$ cat src/design/wsc_pkg.sv
// constants, types and register map of the watchdog, sleep and configuration block
package wsc_pkg;
    // register bus
    localparam int ADDR_W = 4;
    localparam int DATA_W = 16;
    localparam logic [3:0] REG_CONFIG = 4'h0;
    localparam logic [3:0] REG_OPTION = 4'h1;
    localparam logic [3:0] REG_STATUS = 4'h2;
    localparam logic [3:0] REG_IRQ_STAT = 4'h3;
    localparam logic [3:0] REG_IRQ_MASK = 4'h4;
    // configuration word layout
    localparam int CFG_W = 12;
    localparam int CFG_CP_HI = 11;
    localparam int CFG_CP_LO = 3;
    localparam int CFG_CP_SINGLE = 3;
    localparam int CFG_WATCHDOG_ENABLE_FUSE = 2;
    localparam int CFG_OSC_HI = 1;
    localparam int CFG_OSC_LO = 0;
    localparam logic [11:0] CFG_RESET = 12'hfff;
    localparam logic [11:0] CFG_SINGLE_MASK = 12'h00f;
    // option register layout
    localparam int OPT_W = 8;
    localparam int OPT_PSA = 3;
    localparam int OPT_PS_HI = 2;
    localparam int OPT_PS_LO = 0;
    localparam logic [7:0] OPT_RESET = 8'h3f;
    localparam logic [7:0] OPT_IMPL_MASK = 8'h3f;
    // status register layout
    localparam int STAT_TO_N = 4;
    localparam int STAT_PD_N = 3;
    localparam int STAT_SLEEP = 1;
    localparam int STAT_WDT_ON = 0;
    // interrupt bits
    localparam int IRQ_W = 3;
    localparam int IRQ_TIMEOUT = 0;
    localparam int IRQ_SLEEP = 1;
    localparam int IRQ_MASTER_CLEAR_PIN = 2;
    localparam logic [2:0] IRQ_RESET = 3'h0;
    // prescaler
    localparam int PSC_W = 8;
    localparam logic [7:0] PSC_RESET = 8'h00;
    // timing
    localparam int CLK_PERIOD_NS = 25;
    localparam int WDT_NOM_MS = 18;
    localparam int WDT_BASE_CYCLES = (WDT_NOM_MS * 1000000) / CLK_PERIOD_NS;
    localparam int WDT_CNT_W = 32;
    // oscillator types and run/sleep state
    typedef enum logic [1:0] {
        OSC_LP = 2'b00,
        OSC_XT = 2'b01,
        OSC_HS = 2'b10,
        OSC_RC = 2'b11
    } wsc_osc_t;
    typedef enum logic {
        ST_RUN = 1'b0,
        ST_SLEEP = 1'b1
    } wsc_state_t;
endpackage

$ cat src/design/wsc_watchdog.sv
// watchdog timer, shared prescaler, sleep control and configuration word
`timescale 1ns/1ps
// Functional notes
// config bits 11..3 are code protection; one leaves memory readable, zero protects
// config bit 2 enables the watchdog when one, keeps it idle when zero
// oscillator field decodes 00 LP, 01 XT, 10 HS, 11 RC
// watchdog counts from its own free-running time base, also during sleep
// watchdog time-out forces a full device reset, running or asleep
// watchdog time-out reset clears the active-low time-out flag, status bit 4
// watchdog disabled by fuse stays disabled; nothing at run time re-enables it
// one 8-bit prescaler serves either the general timer or the watchdog
// option bits 3..0 select prescaler assignment and division ratio
// base time-out 18 ms, lengthened up to 1:128 with the prescaler
// watchdog clear instruction resets counter and, if assigned, the prescaler
// sleep instruction resets counter and, if assigned, the prescaler
// sleep entry sets time-out flag, clears power-down flag, stops oscillator driver
// during sleep every I/O port holds its prior level and drive
// watchdog reset is internal only; master clear pin is never pulled low
// prescaler assign zero selects general timer, one selects watchdog
// any reset loads the prescaler with all zeros
// waking from sleep clears the watchdog counter whatever the cause
// with the watchdog assigned, ratio n divides time-outs by two to the n
module wsc_watchdog #(
    parameter int unsigned WDT_BASE = wsc_pkg::WDT_BASE_CYCLES,
    parameter bit MULTI_PROTECT = 1'b1,
    parameter int IO_W = 8
) (
    input wire logic clk_sys_i,
    input wire logic rstn_i,
    input wire logic [wsc_pkg::ADDR_W-1:0] addr_i,
    input wire logic [wsc_pkg::DATA_W-1:0] wdata_i,
    input wire logic wr_i,
    input wire logic rd_i,
    output logic [wsc_pkg::DATA_W-1:0] rdata_o,
    input wire logic watchdog_clear_instr_instr_i,
    input wire logic sleep_instr_i,
    input wire logic tmr_src_tick_i,
    input wire logic tmr_write_i,
    output logic tmr_inc_o,
    input wire logic master_clear_pin_i,
    output logic master_clear_pin_o,
    output logic master_clear_pin_oe_o,
    input wire logic [IO_W-1:0] port_out_i,
    input wire logic [IO_W-1:0] port_oe_i,
    output logic [IO_W-1:0] port_out_o,
    output logic [IO_W-1:0] port_oe_o,
    output logic device_reset_o,
    output logic sleeping_o,
    output logic osc_drv_en_o,
    output wsc_pkg::wsc_osc_t osc_type_select_o,
    output logic code_protect_o,
    output logic irq_o
);
    ////////////////////////////////////////////////////////////////////////////
    // declarations
    logic [wsc_pkg::CFG_W-1:0] cfg;
    logic cfg_locked;
    logic [wsc_pkg::OPT_W-1:0] option_control;
    logic timeout_flag_n;
    logic powerdown_flag_n;
    logic [wsc_pkg::IRQ_W-1:0] irq_stat;
    logic [wsc_pkg::IRQ_W-1:0] irq_mask;
    logic [wsc_pkg::WDT_CNT_W-1:0] base_cnt;
    logic [wsc_pkg::PSC_W-1:0] psc;
    wsc_pkg::wsc_state_t state;
    logic master_clear_pin_sync;
    logic master_clear_pin_prev;
    logic master_clear_pin_fall;
    logic watchdog_enable_fuse;
    logic prescaler_assign;
    logic [2:0] prescale_ratio;
    logic [wsc_pkg::PSC_W-1:0] wdt_mask;
    logic [wsc_pkg::PSC_W-1:0] tmr_mask;
    logic base_tick;
    logic wdt_timeout;
    logic sleep_entry;
    logic wake;
    logic any_reset;
    logic wdt_clear;
    logic [wsc_pkg::IRQ_W-1:0] irq_event;
    logic [wsc_pkg::PSC_W:0] ticks_seen;

    ////////////////////////////////////////////////////////////////////////////
    // master clear pin input, never driven
    wsc_sync2 #(.RESET_VAL(1'b1)) u_master_clear_pin_sync (
        .clk_sys_i(clk_sys_i),
        .rstn_i(rstn_i),
        .async_i(master_clear_pin_i),
        .sync_o(master_clear_pin_sync)
    );

    always_ff @(posedge clk_sys_i or negedge rstn_i) begin
        if (!rstn_i) begin
            master_clear_pin_prev <= 1'b1;
        end else begin
            master_clear_pin_prev <= master_clear_pin_sync;
        end
    end

    assign master_clear_pin_fall = master_clear_pin_prev && !master_clear_pin_sync;
    assign master_clear_pin_o = 1'b0;
    assign master_clear_pin_oe_o = 1'b0;

    ////////////////////////////////////////////////////////////////////////////
    // configuration decode
    assign watchdog_enable_fuse = cfg[wsc_pkg::CFG_WATCHDOG_ENABLE_FUSE];
    assign osc_type_select_o = wsc_pkg::wsc_osc_t'(cfg[wsc_pkg::CFG_OSC_HI:wsc_pkg::CFG_OSC_LO]);
    assign code_protect_o = MULTI_PROTECT ?
        !(&cfg[wsc_pkg::CFG_CP_HI:wsc_pkg::CFG_CP_LO]) :
        !cfg[wsc_pkg::CFG_CP_SINGLE];
    assign prescaler_assign = option_control[wsc_pkg::OPT_PSA];
    assign prescale_ratio = option_control[wsc_pkg::OPT_PS_HI:wsc_pkg::OPT_PS_LO];
    assign wdt_mask = wsc_pkg::PSC_W'((9'h001 << prescale_ratio) - 9'h001);
    assign tmr_mask = wsc_pkg::PSC_W'((9'h002 << prescale_ratio) - 9'h001);

    ////////////////////////////////////////////////////////////////////////////
    // event decode
    assign sleep_entry = sleep_instr_i && (state == wsc_pkg::ST_RUN);
    assign base_tick = watchdog_enable_fuse && (base_cnt == wsc_pkg::WDT_CNT_W'(WDT_BASE - 1));
    assign wdt_timeout = base_tick && !wdt_clear &&
        (!prescaler_assign || ((psc & wdt_mask) == wdt_mask));
    assign wake = (state == wsc_pkg::ST_SLEEP) && (wdt_timeout || master_clear_pin_fall);
    assign any_reset = wdt_timeout || master_clear_pin_fall;
    assign wdt_clear = watchdog_clear_instr_instr_i || sleep_entry || master_clear_pin_fall;
    assign irq_event = {master_clear_pin_fall, sleep_entry, wdt_timeout};

    ////////////////////////////////////////////////////////////////////////////
    // watchdog base counter on its own free-running time base
    always_ff @(posedge clk_sys_i or negedge rstn_i) begin
        if (!rstn_i) begin
            base_cnt <= '0;
        end else if (!watchdog_enable_fuse) begin
            base_cnt <= '0;
        end else if (wdt_clear || wake || base_tick) begin
            base_cnt <= '0;
        end else begin
            base_cnt <= base_cnt + 1'b1;
        end
    end

    ////////////////////////////////////////////////////////////////////////////
    // shared prescaler
    always_ff @(posedge clk_sys_i or negedge rstn_i) begin
        if (!rstn_i) begin
            psc <= wsc_pkg::PSC_RESET;
        end else if (any_reset) begin
            psc <= wsc_pkg::PSC_RESET;
        end else if (prescaler_assign) begin
            if (wdt_clear) begin
                psc <= wsc_pkg::PSC_RESET;
            end else if (base_tick) begin
                psc <= psc + 1'b1;
            end
        end else begin
            if (tmr_write_i) begin
                psc <= wsc_pkg::PSC_RESET;
            end else if (tmr_src_tick_i) begin
                psc <= psc + 1'b1;
            end
        end
    end

    assign tmr_inc_o = prescaler_assign ? tmr_src_tick_i :
        (tmr_src_tick_i && !tmr_write_i && ((psc & tmr_mask) == tmr_mask));

    ////////////////////////////////////////////////////////////////////////////
    // sleep state, oscillator driver and port hold
    always_ff @(posedge clk_sys_i or negedge rstn_i) begin
        if (!rstn_i) begin
            state <= wsc_pkg::ST_RUN;
        end else begin
            unique case (state)
                wsc_pkg::ST_RUN: begin
                    if (sleep_entry && !any_reset) begin
                        state <= wsc_pkg::ST_SLEEP;
                    end
                end
                wsc_pkg::ST_SLEEP: begin
                    if (wake) begin
                        state <= wsc_pkg::ST_RUN;
                    end
                end
            endcase
        end
    end

    assign sleeping_o = (state == wsc_pkg::ST_SLEEP);
    assign osc_drv_en_o = !sleeping_o;

    always_ff @(posedge clk_sys_i or negedge rstn_i) begin
        if (!rstn_i) begin
            port_out_o <= '0;
            port_oe_o <= '0;
        end else if (!sleeping_o) begin
            port_out_o <= port_out_i;
            port_oe_o <= port_oe_i;
        end
    end

    always_ff @(posedge clk_sys_i or negedge rstn_i) begin
        if (!rstn_i) begin
            device_reset_o <= 1'b0;
        end else begin
            device_reset_o <= any_reset;
        end
    end

    ////////////////////////////////////////////////////////////////////////////
    // status flags
    always_ff @(posedge clk_sys_i or negedge rstn_i) begin
        if (!rstn_i) begin
            timeout_flag_n <= 1'b1;
            powerdown_flag_n <= 1'b1;
        end else if (wdt_timeout) begin
            timeout_flag_n <= 1'b0;
        end else if (sleep_entry && !master_clear_pin_fall) begin
            timeout_flag_n <= 1'b1;
            powerdown_flag_n <= 1'b0;
        end else if (watchdog_clear_instr_instr_i && !master_clear_pin_fall) begin
            timeout_flag_n <= 1'b1;
            powerdown_flag_n <= 1'b1;
        end
    end

    ////////////////////////////////////////////////////////////////////////////
    // configuration word, writable once after power-on
    always_ff @(posedge clk_sys_i or negedge rstn_i) begin
        if (!rstn_i) begin
            cfg <= wsc_pkg::CFG_RESET;
            cfg_locked <= 1'b0;
        end else if (wr_i && addr_i == wsc_pkg::REG_CONFIG && !cfg_locked) begin
            cfg <= MULTI_PROTECT ? wdata_i[wsc_pkg::CFG_W-1:0] :
                (wdata_i[wsc_pkg::CFG_W-1:0] & wsc_pkg::CFG_SINGLE_MASK);
            cfg_locked <= 1'b1;
        end
    end

    ////////////////////////////////////////////////////////////////////////////
    // option register
    always_ff @(posedge clk_sys_i or negedge rstn_i) begin
        if (!rstn_i) begin
            option_control <= wsc_pkg::OPT_RESET;
        end else if (any_reset) begin
            option_control <= wsc_pkg::OPT_RESET;
        end else if (wr_i && addr_i == wsc_pkg::REG_OPTION) begin
            option_control <= wdata_i[wsc_pkg::OPT_W-1:0] & wsc_pkg::OPT_IMPL_MASK;
        end
    end

    ////////////////////////////////////////////////////////////////////////////
    // interrupt status and mask, set wins over write-one-to-clear
    always_ff @(posedge clk_sys_i or negedge rstn_i) begin
        if (!rstn_i) begin
            irq_stat <= wsc_pkg::IRQ_RESET;
        end else if (wr_i && addr_i == wsc_pkg::REG_IRQ_STAT) begin
            irq_stat <= (irq_stat & ~wdata_i[wsc_pkg::IRQ_W-1:0]) | irq_event;
        end else begin
            irq_stat <= irq_stat | irq_event;
        end
    end

    always_ff @(posedge clk_sys_i or negedge rstn_i) begin
        if (!rstn_i) begin
            irq_mask <= wsc_pkg::IRQ_RESET;
        end else if (wr_i && addr_i == wsc_pkg::REG_IRQ_MASK) begin
            irq_mask <= wdata_i[wsc_pkg::IRQ_W-1:0];
        end
    end

    assign irq_o = |(irq_stat & irq_mask);

    ////////////////////////////////////////////////////////////////////////////
    // read data, one cycle after the strobe
    always_ff @(posedge clk_sys_i or negedge rstn_i) begin
        if (!rstn_i) begin
            rdata_o <= '0;
        end else if (rd_i) begin
            unique case (addr_i)
                wsc_pkg::REG_CONFIG: rdata_o <= wsc_pkg::DATA_W'(cfg);
                wsc_pkg::REG_OPTION: rdata_o <= wsc_pkg::DATA_W'(option_control);
                wsc_pkg::REG_STATUS: begin
                    rdata_o <= '0;
                    rdata_o[wsc_pkg::STAT_TO_N] <= timeout_flag_n;
                    rdata_o[wsc_pkg::STAT_PD_N] <= powerdown_flag_n;
                    rdata_o[wsc_pkg::STAT_SLEEP] <= sleeping_o;
                    rdata_o[wsc_pkg::STAT_WDT_ON] <= watchdog_enable_fuse;
                end
                wsc_pkg::REG_IRQ_STAT: rdata_o <= wsc_pkg::DATA_W'(irq_stat);
                wsc_pkg::REG_IRQ_MASK: rdata_o <= wsc_pkg::DATA_W'(irq_mask);
                default: rdata_o <= '0;
            endcase
        end else begin
            rdata_o <= '0;
        end
    end

    // base ticks counted since the watchdog and its postscaler were last cleared
    always_ff @(posedge clk_sys_i or negedge rstn_i) begin
        if (!rstn_i) begin
            ticks_seen <= '0;
        end else if (any_reset || wdt_clear || !prescaler_assign) begin
            ticks_seen <= '0;
        end else if (base_tick) begin
            ticks_seen <= ticks_seen + 1'b1;
        end
    end
endmodule

$ cat src/design/wsc_sync2.sv
// two flip-flop synchroniser for an asynchronous level
`timescale 1ns/1ps
module wsc_sync2 #(
    parameter logic RESET_VAL = 1'b1
) (
    input wire logic clk_sys_i,
    input wire logic rstn_i,
    input wire logic async_i,
    output logic sync_o
);
    logic stage1;

    always_ff @(posedge clk_sys_i or negedge rstn_i) begin
        if (!rstn_i) begin
            stage1 <= RESET_VAL;
            sync_o <= RESET_VAL;
        end else begin
            stage1 <= async_i;
            sync_o <= stage1;
        end
    end
endmodule

$ cat config.mk
export PLATFORM = sky130hd
export DESIGN_NAME = wsc_watchdog
export DESIGN_NICKNAME = d
export VERILOG_FILES = /design/src/design/wsc_pkg.sv /design/src/design/wsc_watchdog.sv /design/src/design/wsc_sync2.sv
export SDC_FILE = /design/constraint.sdc
export NUM_CORES = 1
export LEC_CHECK = 0
export BUFFER_PORTS_ARGS = -buffer_cell sky130_fd_sc_hd__buf_2
export CORE_MARGIN = 2
export CORE_UTILIZATION = 57
export DETAILED_ROUTE_END_ITERATION = 10
export HOLD_SLACK_MARGIN = 0.08
export PLACE_DENSITY = 0.93
export SLEW_MARGIN = 5
export SYNTH_ARGS = -nofsm -noshare
export SYNTH_HDL_FRONTEND = slang
export SYNTH_SLANG_ARGS = --single-unit
$ cat constraint.sdc
create_clock -name clk_sys_i -period 6.5 [get_ports clk_sys_i]
set_input_delay 0.65 -clock clk_sys_i [delete_from_list [all_inputs] [get_ports clk_sys_i]]
set_output_delay 0.65 -clock clk_sys_i [all_outputs]
set_load 0.01 [all_outputs]
==> results by group <==
Run status
  • Status: completed

Timing
  • Max Slew Vio Count: 0
  • Final WS setup: 3000 ps
  • RSZ-0062 raised after global routing: no
  • Rel. slew slack: 44.2%
  • Final Skew: 10.1 ps
  • Clock period minus worst slack: 3500 ps
  • Final setup viols: 0
  • Period utilization: 53.8%
  • Least-Margin Pin Slew: 837 ps
  • Setup_tns: 0 ps
  • Final hold slack: 261 ps
  • Final hold viol count: 0
  • Fmax: 286 MHz

Pwr
  • Overall Power: 1.33 mW
  • Maximum vdd drop: 189 uV
  • Pwr Density: 245 nW/um2
  • Leak: 2.39 nW

Hold path
  • Min-delay worst type: in2async

Placed design
  • Placed Area: 5220 um2
  • PortBufs: 76
  • # placed instances: 619
  • Placer Congestion: 0.927
  • Worst Setup Slack post-DPL: 3110 ps
  • HPWL after detailed placement: 6960 um

Clock network
  • Max Buffers Root-to-Sink: 2
  • Postcts setup bufs: 0
  • H-tree level count: 3
  • Root Driver: clkbuf_8
  • Clock sink count: 100
  • Cts repair resizes: 0
  • CTS tree: done
  • Worst-Skew Late Latency: 360 ps
  • Reg clk slew, reported paths: 100 ps
  • Post-CTS Hold Buffers: 0
  • CTS Buf Count: 9

Yosys
  • Seq/Total Area, Yosys: 52.7%
  • Ys flop type: dfrtp_1
  • Largest cells by area after synthesis: dfrtp_1, dfstp_2, mux2_2, nor2_1, xor2_1
  • Library cells used by synthesis: 60
  • Async set or reset register ratio after synthesis: 100%
  • Ys Warns: 0
  • Cells after Synth: 457
  • Post-synth EDFFs: 0
  • Yosys reg bits: 100
  • Mean post-synth cell area: 10.5 um2
  • Synth area leader: dfrtp_1
  • Synth top area share: 40.1%
  • Mapped Area: 4800 um2

Drt
  • ANT nets after route: 0
  • Average routed wire per standard cell: 15.5 um
  • Initial DRC Count: 231
  • First-pass DRT Iterations: 5
  • Final wirelength: 9810 um
  • # DRC: 0
  • Via/cell ratio: 5.79
  • Vias: 3679

Floorplanning
  • Full die area: 9170 um2
  • Ports: 87
  • Die extent in x: 95.8 um
  • Die H: 95.8 um
  • Row cnt: 33
  • Core Region: 8180 um2
  • Initial core utilization: 58.7%

Setup path
  • R2r endpoint: psc[4]
  • Startpoint types: register
  • Worst r2r src: option_control[2]
  • Critical Path AT: 3760 ps
  • Worst endpoint required time: 6760 ps
  • CP max FO: 11
  • WS Path Type: reg2reg
  • Worst setup EP type: register
  • Register-to-Register Path Depth: 10
  • Setup slack, reg-to-reg: 3000 ps

Layout
  • Fin nets: 573
  • Final non-filler cell total: 635
  • Area delta synth->final: 13.4%
  • Diode count: 0
  • Multi-input combinational cell area: 2120 um2
  • Fraction of layout cells with a size suffix above 1: 29.6%
  • Filler cells: 636
  • Post-layout instance area: 5440 um2
  • Final Util: 66.6%
  • FF/Latch Area: 2530 um2

Global route
  • Largest net degree at the start of global routing: 57
  • Vias in the first global route: 3571
  • Global Route Usage Sum: 23.0%
  • Grt total ovfl: 0
  • Initial antenna violation count: 0
  • Global-route wire length before repair: 16400 um

Job
  • Max_cap viols: 0
[state kept, by name, summed over array words and instances, names as in the netlist]
name and count:
port_oe_o 8, timeout_flag_n 1, cfg_locked 1, port_out_o 8, sleeping_o 1, irq_mask 3, device_reset_o 1, u_master_clear_pin_sync.sync_o 1
u_master_clear_pin_sync.stage1 1, cfg 12, rdata_o 12, irq_stat 3, powerdown_flag_n 1, option_control 6, base_cnt 32, psc 8
master_clear_pin_prev 1
[cells in the mapped netlist, types with 3 or more instances]
cell type,n
mux2_2,31
o21ai_0,14
a211oi_1,3
nand2b_1,3
ha_1,3
and3_1,4
dfstp_2,23
nor3_1,12
nor2b_1,5
and4_1,4
nor2_1,58
xor2_1,21
o211ai_1,3
buf_1,3
or3_1,9
nand2_1,32
xnor2_1,7
a21oi_1,20
nor3b_1,4
mux2i_1,12
clkbuf_1,13
buf_4,8
dfrtp_1,77
nand4_1,11
nand3_1,19
and2_1,9
inv_1,9
[cell families (layout without fill, tap and decap cells)]
family | after synthesis | count (layout) | share of synthesized area (%)
other | 1 | 6 | 0.0781
buffers and inverters | 36 | 104 | 3.49
AO/OA/AOI/OAI | 60 | 60 | 8.13
XOR/XNOR | 28 | 28 | 5.11
flip-flops | 100 | 100 | 52.7
adder cells (fa/ha/maj) | 3 | 3 | 0.782
AND/OR/NAND/NOR | 186 | 186 | 19.9
multiplexers | 43 | 43 | 9.78
[cell type report]
cell class | count | area share (%)
Clock inverter | 5 | 1.52
Tap cell | 105 | 2.41
Multi-Input combinational cell | 326 | 39.0
Clock buffer | 11 | 2.60
Inverter | 10 | 0.690
Sequential cell | 100 | 46.5
Timing Repair Buffer | 78 | 7.31
[cell usage in the layout, fill, tap and decap left out, types with 14 or more instances in the layout]
cell type and instances:
dfrtp_1 77, nand2_1 32, nand3_1 19, o21ai_0 14, a21oi_1 20, xor2_1 21
nor2_1 58, dfstp_2 23, buf_2 75, mux2_2 31
[routing by layer]
layer	vias up	wire length [um]	share of wire (%)	track usage, %
met5	-	0	0	0
met4	0	184	1.9	8.93
met3	22	579	5.9	4.31
met2	125	5040	51	40.0
met1	1805	4010	41	28.5
li1	1727	-	-	-
[how the worst max path moves through the flow]
stage / end / cells after the start / from
6_report: psc[4] / 10 / option_control[2]
3_5_place_dp: psc[4] / 10 / option_control[2]
4_1_cts: psc[4] / 10 / option_control[2]
2_1_floorplan: tmr_inc_o / 10 / option_control[2]
5_1_grt: psc[4] / 10 / option_control[2]
3_3_place_gp: psc[6] / 10 / option_control[2]
[report_power, final]
group | leakage [nW] | internal, mW | total, mW | switching (mW)
registers | 1.26 | 0.688 | 0.726 | 0.0383
logic | 1.02 | 0.0788 | 0.166 | 0.0871
clock network | 0.114 | 0.230 | 0.441 | 0.211
[worst max-delay path: stages (launching register included)]
cell      delay (ps)
dfstp_2          430
nor3_1           350
inv_1             90
ha_1             340
xor2_1           190
or3b_2           460
a31oi_1          290
o41ai_1          150
a21oi_1          610
inv_2            230
a211oi_1         270
Power figures use the tool's default switching activity.
